[src/rtl/status_summary_pkg.sv]
// Constants shared by the status summary register set
package status_summary_pkg;
   // ---------------------------------------------
   // Command codes
   // ---------------------------------------------
   localparam logic [7:0] CMD_CRIT_SUMMARY = 8'h78;
   localparam logic [7:0] CMD_FAULT_WORD   = 8'h79;
   localparam logic [7:0] CMD_OUTPUT_FLAGS = 8'h7A;
   localparam logic [7:0] CMD_CLEAR_FAULTS = 8'h03;
   // ---------------------------------------------
   // Summary byte field positions
   // ---------------------------------------------
   localparam int BIT_BUSY      = 7;
   localparam int BIT_GATE_OFF  = 6;
   localparam int BIT_VIN_UV    = 3;
   localparam int BIT_TEMP      = 2;
   localparam int BIT_CML       = 1;
   localparam int BIT_OTHER     = 0;
   // ---------------------------------------------
   // Summary word high-byte field positions
   // ---------------------------------------------
   localparam int BIT_OUT_SUM   = 15;
   localparam int BIT_IOUT_SUM  = 14;
   localparam int BIT_INPUT_SUM = 13;
   localparam int BIT_VEND_SUM  = 12;
   localparam int BIT_PGOOD_N   = 11;
   localparam int BIT_UNLISTED  = 8;
   // ---------------------------------------------
   // Output status field position and reset values
   // ---------------------------------------------
   localparam int BIT_VOUT_UV   = 5;
   localparam logic [7:0]  RST_CRIT_SUMMARY = 8'h00;
   localparam logic [15:0] RST_FAULT_WORD   = 16'h0800;
   localparam logic [7:0]  RST_OUTPUT_FLAGS = 8'h00;
   localparam logic [7:0]  UNMAPPED_DATA    = 8'h00;
endpackage

[src/rtl/status_flag_if.sv]
// Interface carrying raw fault levels and clear strobe to the sticky flag store
`timescale 1ns/1ps
interface status_flag_if;
   logic        clearReq;
   logic [15:0] rawLevels;
   logic [15:0] stickyFlags;
   modport store (input clearReq, input rawLevels, output stickyFlags);
   modport user  (output clearReq, output rawLevels, input stickyFlags);
endinterface

[src/rtl/sticky_flag_store.sv]
// Sticky latches for the summary word bits and the output status bits
`timescale 1ns/1ps
module sticky_flag_store #(
   parameter int          WIDTH   = 16,
   parameter logic [15:0] RST_VAL = 16'h0000
) (
   input  wire logic     clock,
   input  wire logic     rstSync_n,
   status_flag_if.store  flags
);
   logic [WIDTH-1:0] flag_reg;
   logic [WIDTH-1:0] flag_next;

   // A bit holds until its cause is gone and clear is requested; a live
   // cause wins over the clear so no event is lost.
   assign flag_next = flags.clearReq ? flags.rawLevels[WIDTH-1:0]
                                     : (flag_reg | flags.rawLevels[WIDTH-1:0]); // see [RULE7]

   always_ff @(posedge clock or negedge rstSync_n) begin
      if (!rstSync_n) begin
         flag_reg <= RST_VAL[WIDTH-1:0];
      end else begin
         flag_reg <= flag_next;
      end
   end

   assign flags.stickyFlags = flag_reg;
endmodule

[src/rtl/pmbus_status_summary_regs.sv]
// Status summary registers answering read byte / read word commands
//
// Functional notes
// [RULE1] Command 78h read byte returns summary byte
// [RULE2] Bit7 busy, bit6 gate drive disabled
// [RULE3] Bit3 input undervoltage fault, default zero
// [RULE4] Bit2 temperature, bit1 comm error register
// [RULE5] Bit0 flags any other event
// [RULE6] Command 79h read word returns summary word
// [RULE7] Bits stay until fault gone and cleared; bits 7, 6 and 11 (busy, gate drive, power good) follow live state instead
// [RULE8] Word low byte is the summary byte
// [RULE9] Bits 15..12 summarize output, current, input, vendor
// [RULE10] Bit8 flags unlisted event, default zero
// [RULE11] Bit11 is inverted power good, default one
// [RULE12] Command 7Ah read byte returns output status
// [RULE13] Output bit5 is output undervoltage warning
// [RULE14] Reserved bits always read zero
`timescale 1ns/1ps
module pmbus_status_summary_regs (
   input  wire logic       clock,
   input  wire logic       arst_n,
   // Command port from the PMBus protocol engine (same clock domain)
   input  wire logic       cmdValid,
   input  wire logic [7:0] cmdCode,
   input  wire logic       cmdRead,
   input  wire logic       readByteIdx,
   output logic [7:0]      readData,
   output logic            readValid,
   output logic            readIsWord,
   // Fault sources, asynchronous levels
   input  wire logic       busy,
   input  wire logic       gate_drive_disabled,
   input  wire logic       input_undervoltage_fault,
   input  wire logic       tempRegisterSummary,
   input  wire logic       comm_error_register,
   input  wire logic       other_event_flag,
   input  wire logic       outputRegisterSummary,
   input  wire logic       current_register_summary,
   input  wire logic       inputRegisterSummary,
   input  wire logic       vendor_register_summary,
   input  wire logic       power_good_n,
   input  wire logic       unlisted_event_flag,
   input  wire logic       output_undervoltage_warning,
   // Snapshots visible to the rest of the device
   output logic [15:0]     faultWord,
   output logic [7:0]      outputFlags
);
   // ---------------------------------------------
   // Reset release
   // ---------------------------------------------
   logic [1:0] rstPipe_reg;
   logic       rstSync_n;

   always_ff @(posedge clock or negedge arst_n) begin
      if (!arst_n) begin
         rstPipe_reg <= 2'h0;
      end else begin
         rstPipe_reg <= {rstPipe_reg[0], 1'b1};
      end
   end
   assign rstSync_n = rstPipe_reg[1];

   // ---------------------------------------------
   // Input synchronisers
   // ---------------------------------------------
   localparam int NRAW = 13;
   logic [NRAW-1:0] rawAsync;
   logic [NRAW-1:0] sync1_reg;
   logic [NRAW-1:0] sync2_reg;

   assign rawAsync = {output_undervoltage_warning, unlisted_event_flag, power_good_n,
                      vendor_register_summary, inputRegisterSummary,
                      current_register_summary, outputRegisterSummary,
                      other_event_flag, comm_error_register, tempRegisterSummary,
                      input_undervoltage_fault, gate_drive_disabled, busy};

   // Power good resets to the deasserted level so bit 11 comes up as one
   always_ff @(posedge clock or negedge rstSync_n) begin
      if (!rstSync_n) begin
         sync1_reg <= 13'h0400;
         sync2_reg <= 13'h0400;
      end else begin
         sync1_reg <= rawAsync;
         sync2_reg <= sync1_reg;
      end
   end

   logic sBusy, sGateOff, sVinUv, sTemp, sCml, sOther;
   logic sOutSum, sIoutSum, sInSum, sVendSum, sPgoodN, sUnlisted, sVoutUv;
   assign {sVoutUv, sUnlisted, sPgoodN, sVendSum, sInSum, sIoutSum, sOutSum,
           sOther, sCml, sTemp, sVinUv, sGateOff, sBusy} = sync2_reg;

   // ---------------------------------------------
   // Raw word assembly
   // ---------------------------------------------
   logic [15:0] rawWord;
   logic [7:0]  rawOut;

   always_comb begin
      rawWord                = 16'h0000;                 // see [RULE14]
      rawWord[status_summary_pkg::BIT_BUSY]      = sBusy;     // see [RULE2]
      rawWord[status_summary_pkg::BIT_GATE_OFF]  = sGateOff;  // see [RULE2]
      rawWord[status_summary_pkg::BIT_VIN_UV]    = sVinUv;    // see [RULE3]
      rawWord[status_summary_pkg::BIT_TEMP]      = sTemp;     // see [RULE4]
      rawWord[status_summary_pkg::BIT_CML]       = sCml;      // see [RULE4]
      rawWord[status_summary_pkg::BIT_OTHER]     = sOther;    // see [RULE5]
      // The output status byte lives in this block, so its flag feeds bit 15 too
      rawWord[status_summary_pkg::BIT_OUT_SUM]   = sOutSum | sVoutUv; // see [RULE9]
      rawWord[status_summary_pkg::BIT_IOUT_SUM]  = sIoutSum;  // see [RULE9]
      rawWord[status_summary_pkg::BIT_INPUT_SUM] = sInSum;    // see [RULE9]
      rawWord[status_summary_pkg::BIT_VEND_SUM]  = sVendSum;  // see [RULE9]
      rawWord[status_summary_pkg::BIT_PGOOD_N]   = sPgoodN;   // see [RULE11]
      rawWord[status_summary_pkg::BIT_UNLISTED]  = sUnlisted; // see [RULE10]
      rawOut                 = 8'h00;                    // see [RULE14]
      rawOut[status_summary_pkg::BIT_VOUT_UV]    = sVoutUv;   // see [RULE13]
   end

   // ---------------------------------------------
   // Sticky storage
   // ---------------------------------------------
   status_flag_if wordIf ();
   status_flag_if outIf ();
   logic clearFaults;

   // Busy, gate drive and power good reflect live state; the rest latch until cleared
   assign clearFaults = cmdValid && !cmdRead
                        && (cmdCode == status_summary_pkg::CMD_CLEAR_FAULTS);
   assign wordIf.clearReq  = clearFaults;
   assign wordIf.rawLevels = rawWord;
   assign outIf.clearReq   = clearFaults;
   assign outIf.rawLevels  = {8'h00, rawOut};

   sticky_flag_store #(
      .WIDTH   (16),
      .RST_VAL (status_summary_pkg::RST_FAULT_WORD)
   ) wordStore (
      .clock     (clock),
      .rstSync_n (rstSync_n),
      .flags     (wordIf)
   );

   sticky_flag_store #(
      .WIDTH   (16),
      .RST_VAL ({8'h00, status_summary_pkg::RST_OUTPUT_FLAGS})
   ) outStore (
      .clock     (clock),
      .rstSync_n (rstSync_n),
      .flags     (outIf)
   );

   logic [15:0] wordView;
   always_comb begin
      wordView = wordIf.stickyFlags & 16'hF9CF;          // see [RULE14]
      wordView[status_summary_pkg::BIT_BUSY]     = sBusy;
      wordView[status_summary_pkg::BIT_GATE_OFF] = sGateOff;
      wordView[status_summary_pkg::BIT_PGOOD_N]  = sPgoodN;  // see [RULE11]
   end

   logic [7:0] outView;
   assign outView = outIf.stickyFlags[7:0] & 8'h20;       // see [RULE14]

   // ---------------------------------------------
   // Read decode
   // ---------------------------------------------
   function automatic logic isCmd(input logic [7:0] code, input logic [7:0] ref_code);
      return code == ref_code;
   endfunction

   logic hitByte, hitWord, hitOut, readReq;
   logic [7:0] readSel;
   assign readReq = cmdValid && cmdRead;
   assign hitByte = isCmd(cmdCode, status_summary_pkg::CMD_CRIT_SUMMARY); // see [RULE1]
   assign hitWord = isCmd(cmdCode, status_summary_pkg::CMD_FAULT_WORD);   // see [RULE6]
   assign hitOut  = isCmd(cmdCode, status_summary_pkg::CMD_OUTPUT_FLAGS); // see [RULE12]

   // Word low byte and summary byte come from one store
   assign readSel = hitByte ? wordView[7:0] :                              // see [RULE8]
                    hitWord ? (readByteIdx ? wordView[15:8] : wordView[7:0]) :
                    hitOut  ? outView :
                    status_summary_pkg::UNMAPPED_DATA;

   always_ff @(posedge clock or negedge rstSync_n) begin
      if (!rstSync_n) begin
         readData   <= 8'h00;
         readValid  <= 1'b0;
         readIsWord <= 1'b0;
      end else begin
         readValid  <= readReq;
         readIsWord <= readReq && hitWord;
         if (readReq) begin
            readData <= readSel;
         end
      end
   end

   assign faultWord   = wordView;
   assign outputFlags = outView;
endmodule

[config.mk]
export PLATFORM = sky130hd
export DESIGN_NAME = pmbus_status_summary_regs
export DESIGN_NICKNAME = d
export VERILOG_FILES = /design/src/rtl/status_summary_pkg.sv /design/src/rtl/status_flag_if.sv /design/src/rtl/sticky_flag_store.sv /design/src/rtl/pmbus_status_summary_regs.sv
export SDC_FILE = /design/constraint.sdc
export NUM_CORES = 1
export LEC_CHECK = 0
export BUFFER_PORTS_ARGS = -buffer_cell sky130_fd_sc_hd__buf_2
export CORE_MARGIN = 4
export CORE_UTILIZATION = 48
export DETAILED_ROUTE_END_ITERATION = 16
export PLACE_DENSITY_LB_ADDON = 0.08
export SLEW_MARGIN = 0
export SYNTH_ARGS = -nofsm -noshare
export SYNTH_HDL_FRONTEND = slang
export SYNTH_HIERARCHICAL = 1
export SYNTH_SLANG_ARGS = --single-unit
export TNS_END_PERCENT = 20
[constraint.sdc]
create_clock -name clock -period 2.1 [get_ports clock]
set_input_delay 0.42 -clock clock [delete_from_list [all_inputs] [get_ports clock]]
set_output_delay 0.42 -clock clock [all_outputs]
set_load 0.05 [all_outputs]
# After elaboration in Yosys (flattened, before gate mapping)
# Cells that the tools add are included.
[word_totals]
reg_bits = 70
inputBits = 26
out_inout_bits = 34
wordCells = 26
[classes]
eq_ne = 4
mux = 6
bitwise_logic = 3
reduce_logical = 5
[op_table]
columns = ["op", "count"]
rows = [
  ["$mux W16", 2],
  ["$eq A8 B7 Y1 const B", 3],
  ["$mux W8", 3],
  ["$or A16 B16 Y16", 1],
  ["$or A16 B6 Y16", 1],
  ["$eq A8 B2 Y1 const B", 1],
  ["$mux W6", 1],
  ["$logic_and A1 B1 Y1", 4],
  ["$logic_not A1 Y1", 1],
  ["$or A1 B1 Y1", 1],
]

# Logic depth before layout (Yosys ltp)
# Gate-level depths: netlist of run 1.
[depth]
ltp_word = 4
mapped_depth = 6
depth_no_buf = 4

# Modules after synthesis
# The synthesis of run 1 kept the hierarchy.
[by_module_without_submodules]
columns = ["mod", "instances", "cells_each", "area_each_um2", "seq_area_each_um2"]
rows = [
  ["pmbus_status_summary_regs", 1, 97, 1367.6, 953.4],
  ["sticky_flag_store (wordStore)", 1, 34, 544.3, 401.6],
  ["sticky_flag_store (outStore)", 1, 34, 543.0, 400.4],
]

# Worst setup path after synthesis of run 1
# No wires, ideal clock.
[synth_timing]
path_type = "input -> register"
startpoint = "in cmdCode[2]"
endpoint = "reg wordStore.flag_reg[3], in the netlist wordStore/flags.stickyFlags[3]"
setup_time_ps = 118
arrival_time_ps = 1903
required_time_ps = 1982
slack_ps = 79
stages = 5
path_buffers = 1
path_cell_list = "or4_2 -> nor4_1 -> inv_2 -> buf_6 -> a21o_1"
[synth_via]
elab_chain_cells = 3
[synth_lines]
columns = ["element", "line_no", "rtl"]
rows = [
  ["from (decl)", "pmbus_status_summary_regs.sv:24", "input wire logic [7:0] cmdCode,"],
  ["$eq A8 B2 Y1", "pmbus_status_summary_regs.sv:127", "&& (cmdCode == status_summary_pkg::CMD_CLEAR_FAULTS);"],
  ["$logic_and A1 B1 Y1", "pmbus_status_summary_regs.sv:127", ""],
  ["net clearFaults", "pmbus_status_summary_regs.sv:123", "logic clearFaults;"],
  ["$mux W16", "sticky_flag_store.sv:16", "assign flag_next = flags.clearReq ? flags.rawLevels[WIDTH-1:0]"],
  ["net wordStore.flag_next[3]", "sticky_flag_store.sv:12", "logic [WIDTH-1:0] flag_next;"],
  ["to (signal assigned)", "sticky_flag_store.sv:21", "flag_reg <= RST_VAL[WIDTH-1:0];"],
  ["to (signal assigned)", "sticky_flag_store.sv:23", "flag_reg <= flag_next;"],
  ["to (decl)", "sticky_flag_store.sv:11", "logic [WIDTH-1:0] flag_reg;"],
]
# The timed path passes the listed nets, and every way through them passes these cells.
# A chain may end at the register's enable or synchronous reset.

# Worst setup path after layout of run 1
[layout_timing]
startpoint = "in cmdCode[2]"
endpoint = "reg wordStore.flag_reg[13], in the netlist wordStore/flags.stickyFlags[13]"
# Same word-level chain as after synthesis.

==> results.txt, run 1 <==
max-cap viol count: 0
area grow syn2layout: 16.6%
status: complete, no violations
Post-Syn Instances: 121
Num CTS Buffers: 5
Final GP Congestion: 0.783
multi-input logic area: 413 µm²
# rows: 21
storage element area: 1200 µm²
Vias/cell: 4.75
RSZ-0062 raised after global routing: no
fraction of final layout cells with drive strength greater than 1: 43.3%
Reg2Reg Launch Point: rstPipe_reg[1]
CP max-delay cell: or4_2
period utilization: 81.6%
power per cell area: 763 nW/µm²
clk_skew: 4.98 ps
H-tree levels: 2
Die ar.: 4630 µm²
Switching Share: 25.4%
crit end category: flip-flop
final setup vio count: 0
critical path's top delay family: simple AND/OR/NAND/NOR gates
I/O pin count: 60
root buffer cell: clkbuf_4
synthesized area: 1730 µm²
DRC: 0
critical path peak fanout: 9
# resized after CTS: 0
clock network fraction of design power: 28.4%
HP Class: in2reg
DR vias: 1031
drt total wl: 2880 µm
sequential share of power: 63.5%
vias in the first global route: 1004
peak supply drop: 0.000620 V
Critical Path Max Stage Delay: 650 ps
CP Class: in2reg
hold buffer count at cts: 1
DP HPWL: 2200 µm
Leakage: 0.926 nW
combinational share of power: 8.1%
initial antenna violation count: 0
TritonRoute pass-1 iters: 4
CP Buf/Inv Count: 2
worst-path cell chain: buf_2 -> or4_2 -> nor4_1 -> inv_2 -> a21o_2
Slew Limit Headroom: 38.1%
Final Hold Viols: 0
Worst Setup Start Kind: input port
CP Data Required Time: 2360 ps
fillers: 311
Overflow after GRT: 0
Tot Pwr: 1.54 mW
CTS tree: yes
pre-CTS WS: -10.3 ps
Synth Warn #: 6
CTS Sinks: 48
number of DRC markers in iteration 0: 45
Core Region: 3420 µm²
Post-DRT Antenna Nets: 0
die width: 68.0 µm
nets@finish: 196
switching power total: 391 µW
worst path arrival time: 1970 ps
Hold Crit Start: power_good_n
Period minus WS final: 1710 ps
top achievable clock speed: 0.583 GHz
port bufs: 48
worst hold slack: 150 ps
clock buffer depth: 2
setup slack after layout: 386 ps
Power Internal: 1.15 mW
syn_area_per_cell: 14.3 µm²
Avg WL per Cell: 13.3 µm
launch point of the critical path: cmdCode[2]
Post CTS Setup Buffer Count: 0
pin count of the biggest net entering global routing: 47
Clock Pin Slew Worst Setup and Hold Paths: 120 ps
Layout Utilization: 59.1%
Total Routing Usage GR: 14.9%
worst skew pair latency: 350 ps
first-pass GRT wire length: 4820 µm
n_diodes: 0
Slew Limit Fails: 0
worst-margin pin slew: 929 ps
Initial Utilization: 50.7%
Die Ht: 68.0 µm
-- cell usage in the layout, fill, tap and decap left out --
master,n
a32o_1,2
inv_2,2
a22o_1,2
or3_1,1
nand3_1,3
o31ai_4,1
and3_1,1
nand2_1,10
clkinvlp_4,2
a21o_2,6
dfrtp_2,1
or2_4,1
buf_2,48
dlygate4sd3_1,1
inv_1,1
a2111o_1,3
buf_4,2
o21ai_0,1
o311ai_1,2
o311ai_2,1
dfrtp_1,45
o31ai_1,1
conb_1,12
clkbuf_4,5
nor4_1,2
nand4b_1,2
or2_2,1
clkbuf_8,1
nor3_1,1
mux2i_1,1
or4_2,1
and2_1,1
a21o_1,4
nand4_1,1
dfstp_2,2
-- power groups by stage --
stage / clock network [mW] / logic [mW] / registers, mW
2_1_floorplan: 0 / 0.0971 / 0.999
3_3_place_gp: 0 / 0.122 / 0.997
3_5_place_dp: 0 / 0.123 / 0.999
4_1_cts: 0.462 / 0.125 / 0.981
5_1_grt: 0.507 / 0.136 / 0.986
6_report: 0.437 / 0.124 / 0.978
-- layer usage --
layer  share of wire (%)  global-route usage (%)
met5                   0                       0
met4                 2.0                    7.44
met3                 6.9                    6.08
met2                  51                    23.3
met1                  40                    17.6
-- worst paths after layout --
path,endpoint,slack [ps],cells after the start
min in group asynchronous,rstPipe_reg[1],350,2
hold reg to reg,sync2_reg[5],360,0
hold / removal,sync1_reg[10],150,1
setup / recovery,wordStore/flags.stickyFlags[13],390,5
max in group asynchronous,readData[0],1110,0
setup reg to reg,readData[0],1110,0
-- area by class of cell --
type / count / area share [%]
Clock buffer: 6 / 2.54
Clock inverter: 2 / 0.744
Inverter: 3 / 0.558
Multi-Input combinational cell: 61 / 20.5
Sequential cell: 48 / 59.7
Tap cell: 46 / 2.85
Timing Repair Buffer: 51 / 13.1
-- through the flow --
step                area, µm²  TNS, ps  instances
floorplan                1770        0        131
global placement         1940        0        208
detailed placement       1940    -10.3        208
CTS                      2020        0        217
global route             2020        0        217
finish                   2020        0        217
Power figures use the tool's default switching activity.
==> inputs of run 2 (changes only) <==
--- a/config.mk
+++ b/config.mk
@@ -7,7 +7,7 @@
 export LEC_CHECK = 0
 export BUFFER_PORTS_ARGS = -buffer_cell sky130_fd_sc_hd__buf_2
 export CORE_MARGIN = 4
-export CORE_UTILIZATION = 48
+export CORE_UTILIZATION = 50
 export DETAILED_ROUTE_END_ITERATION = 16
 export PLACE_DENSITY_LB_ADDON = 0.08
 export SLEW_MARGIN = 0
==> constraint.sdc (replaced) <==
create_clock -name clock -period 1.7 [get_ports clock]
set_input_delay 0.34 -clock clock [delete_from_list [all_inputs] [get_ports clock]]
set_output_delay 0.34 -clock clock [all_outputs]
set_load 0.05 [all_outputs]
==> results.txt, run 2 (synthesis gave the netlist of run 1 again) <==
CTS Sinks: 48 (unchanged)
power per cell area: 916 nW/µm² (was 763 nW/µm²)
RSZ-0062 raised after global routing: no (unchanged)
H-tree levels: 2 (unchanged)
die width: 66.8 µm (was 68.0 µm)
Initial Utilization: 51.9% (was 50.7%)
port bufs: 48 (unchanged)
Final GP Congestion: 0.778 (was 0.783)
Period minus WS final: 1490 ps
period utilization: 87.8%
Hold EP: sync1_reg[10] (unchanged)
# resized after CTS: 0 (unchanged)
Core Region: 3340 µm² (was 3420 µm²)
leading cell type in the layout, fill and taps excluded: buf_2 (unchanged)
max-cap viol count: 0 (unchanged)
TritonRoute pass-1 iters: 4 (unchanged)
combinational share of power: 9.2% (was 8.1%)
first-pass GRT wire length: 4810 µm (was 4820 µm)
number of DRC markers in iteration 0: 52 (was 45)
n_diodes: 0 (unchanged)
Critical Path Max Stage Delay: 550 ps (was 650 ps)
most frequent cells in the layout: buf_2 (48), dfrtp_1 (45), conb_1 (12) (unchanged)
peak supply drop: 0.000571 V (was 0.000620 V)
Slew Limit Fails: 0 (unchanged)
fraction of final layout cells with drive strength greater than 1: 43.9% (was 43.3%)
Die ar.: 4470 µm² (was 4630 µm²)
clk_skew: 6.16 ps (was 4.98 ps)
Power Internal: 1.39 mW (was 1.15 mW)
critical path's top delay family: flip-flops (was simple AND/OR/NAND/NOR gates)
Leakage: 0.944 nW (was 0.926 nW)
Num CTS Buffers: 5 (unchanged)
CP Data Required Time: 1360 ps (was 2360 ps)
status: complete, no violations (unchanged)
CTS tree: yes (unchanged)
Non-Filler Instances: 219 (was 217)
area grow syn2layout: 18.7% (was 16.6%)
Placed Instance Area: 1990 µm² (was 1940 µm²)
final setup vio count: 0 (unchanged)
Layout Utilization: 61.6% (was 59.1%)
Die Ht: 66.8 µm (was 68.0 µm)
Post CTS Setup Buffer Count: 0 (unchanged)
sequential share of power: 63.8% (was 63.5%)
CP max-delay cell: dfstp_2 (was or4_2)
Switching Share: 26.2% (was 25.4%)
fillers: 286 (was 311)
drt total wl: 2890 µm (was 2880 µm)
initial antenna violation count: 0 (unchanged)
CP Class: reg2out (was in2reg)
Avg WL per Cell: 13.2 µm (was 13.3 µm)
DRC: 0 (unchanged)
r2r endpoint: readData[3] (was readData[0])
top achievable clock speed: 0.670 GHz
Total Routing Usage GR: 14.9% (about the same)
post-route cell area: 2050 µm² (was 2020 µm²)
critical path peak fanout: 2 (was 9)
crit end category: output port (was flip-flop)
Final Hold Viols: 0 (unchanged)
hold buffer count at cts: 1 (unchanged)
worst path arrival time: 1150 ps (was 1970 ps)
Worst Setup Start Kind: flip-flop (was input port)
reg-to-reg setup timing slack: 730 ps (was 1110 ps)
clock buffer depth: 2 (unchanged)
Post-DRT Antenna Nets: 0 (unchanged)
DR vias: 1082 (was 1031)
vias in the first global route: 1029 (was 1004)
worst-path cell chain: buf_2 (was buf_2 -> or4_2 -> nor4_1 -> inv_2 -> a21o_2)
worst hold slack: 70.9 ps (was 150 ps)
nets@finish: 198 (was 196)
switching power total: 493 µW (was 391 µW)
HP Class: in2reg (unchanged)
Overflow after GRT: 0 (unchanged)
Hold Path Stages: 1 (unchanged)
CP Buf/Inv Count: 1 (was 2)
Hold Crit Start: power_good_n (unchanged)
Reg2Reg Launch Point: wordStore/flags.stickyFlags[3] (was rstPipe_reg[1])
# rows: 21 (unchanged)
I/O pin count: 60 (unchanged)
FF-to-FF path depth: 3 (was 0)
DP HPWL: 2270 µm (was 2200 µm)
clock network fraction of design power: 27.1% (was 28.4%)
worst skew pair latency: 350 ps (about the same)
Vias/cell: 4.94 (was 4.75)
Tot Pwr: 1.88 mW (was 1.54 mW)
dpl cells: 210 (was 208)
pin count of the biggest net entering global routing: 27 (was 47)
root buffer cell: clkbuf_4 (unchanged)
Clock Pin Slew Worst Setup and Hold Paths: 130 ps (was 120 ps)
run 2: worst max-delay path by stage:
stage                       start                              end  slack [ps]  cells after the start
finish              sync2_reg[10]                    faultWord[11]         210                      1
global route        sync2_reg[10]                    faultWord[11]         150                      1
CTS                 sync2_reg[10]                    faultWord[11]         190                      1
detailed placement     cmdCode[2]  wordStore/flags.stickyFlags[13]        -100                      5
global placement       cmdCode[2]  wordStore/flags.stickyFlags[13]         -70                      5
floorplan              cmdCode[2]   wordStore/flags.stickyFlags[3]          30                      5
run 2: per-stage QoR:
step           setup TNS (ps)  setup slack, ps
2_1_floorplan               0             25.4
3_3_place_gp             -431            -72.5
3_5_place_dp             -664             -102
4_1_cts                     0              185
5_1_grt                     0              149
6_report                    0              207
run 2: layout make-up:
class                           instances  area [µm²]  share of cell area, %
Timing Repair Buffer                   53         293                   14.3
Multi-Input combinational cell         61         430                   21.0
Inverter                                3        11.3                  0.548
Clock buffer                            6        41.3                   2.01
Tap cell                               46        57.6                   2.80
Clock inverter                          2        16.3                  0.792
Sequential cell                        48        1200                   58.6
run 2: routing by layer:
metal | vias to the layer above | wire, µm | track usage (%)
met5 | - | 0 | 0
met4 | 0 | 52 | 7.61
met3 | 7 | 225 | 3.71
met2 | 42 | 1450 | 24.1
met1 | 530 | 1160 | 18.4
li1 | 503 | - | -
run 2: power by group through the flow:
stage / combinational (mW) / sequential [mW] / clock, mW
after floorplan: 0.121 / 1.23 / 0
after global placement: 0.169 / 1.22 / 0
after detailed placement: 0.171 / 1.22 / 0
after CTS: 0.173 / 1.20 / 0.528
after global routing: 0.187 / 1.21 / 0.587
final: 0.172 / 1.20 / 0.509
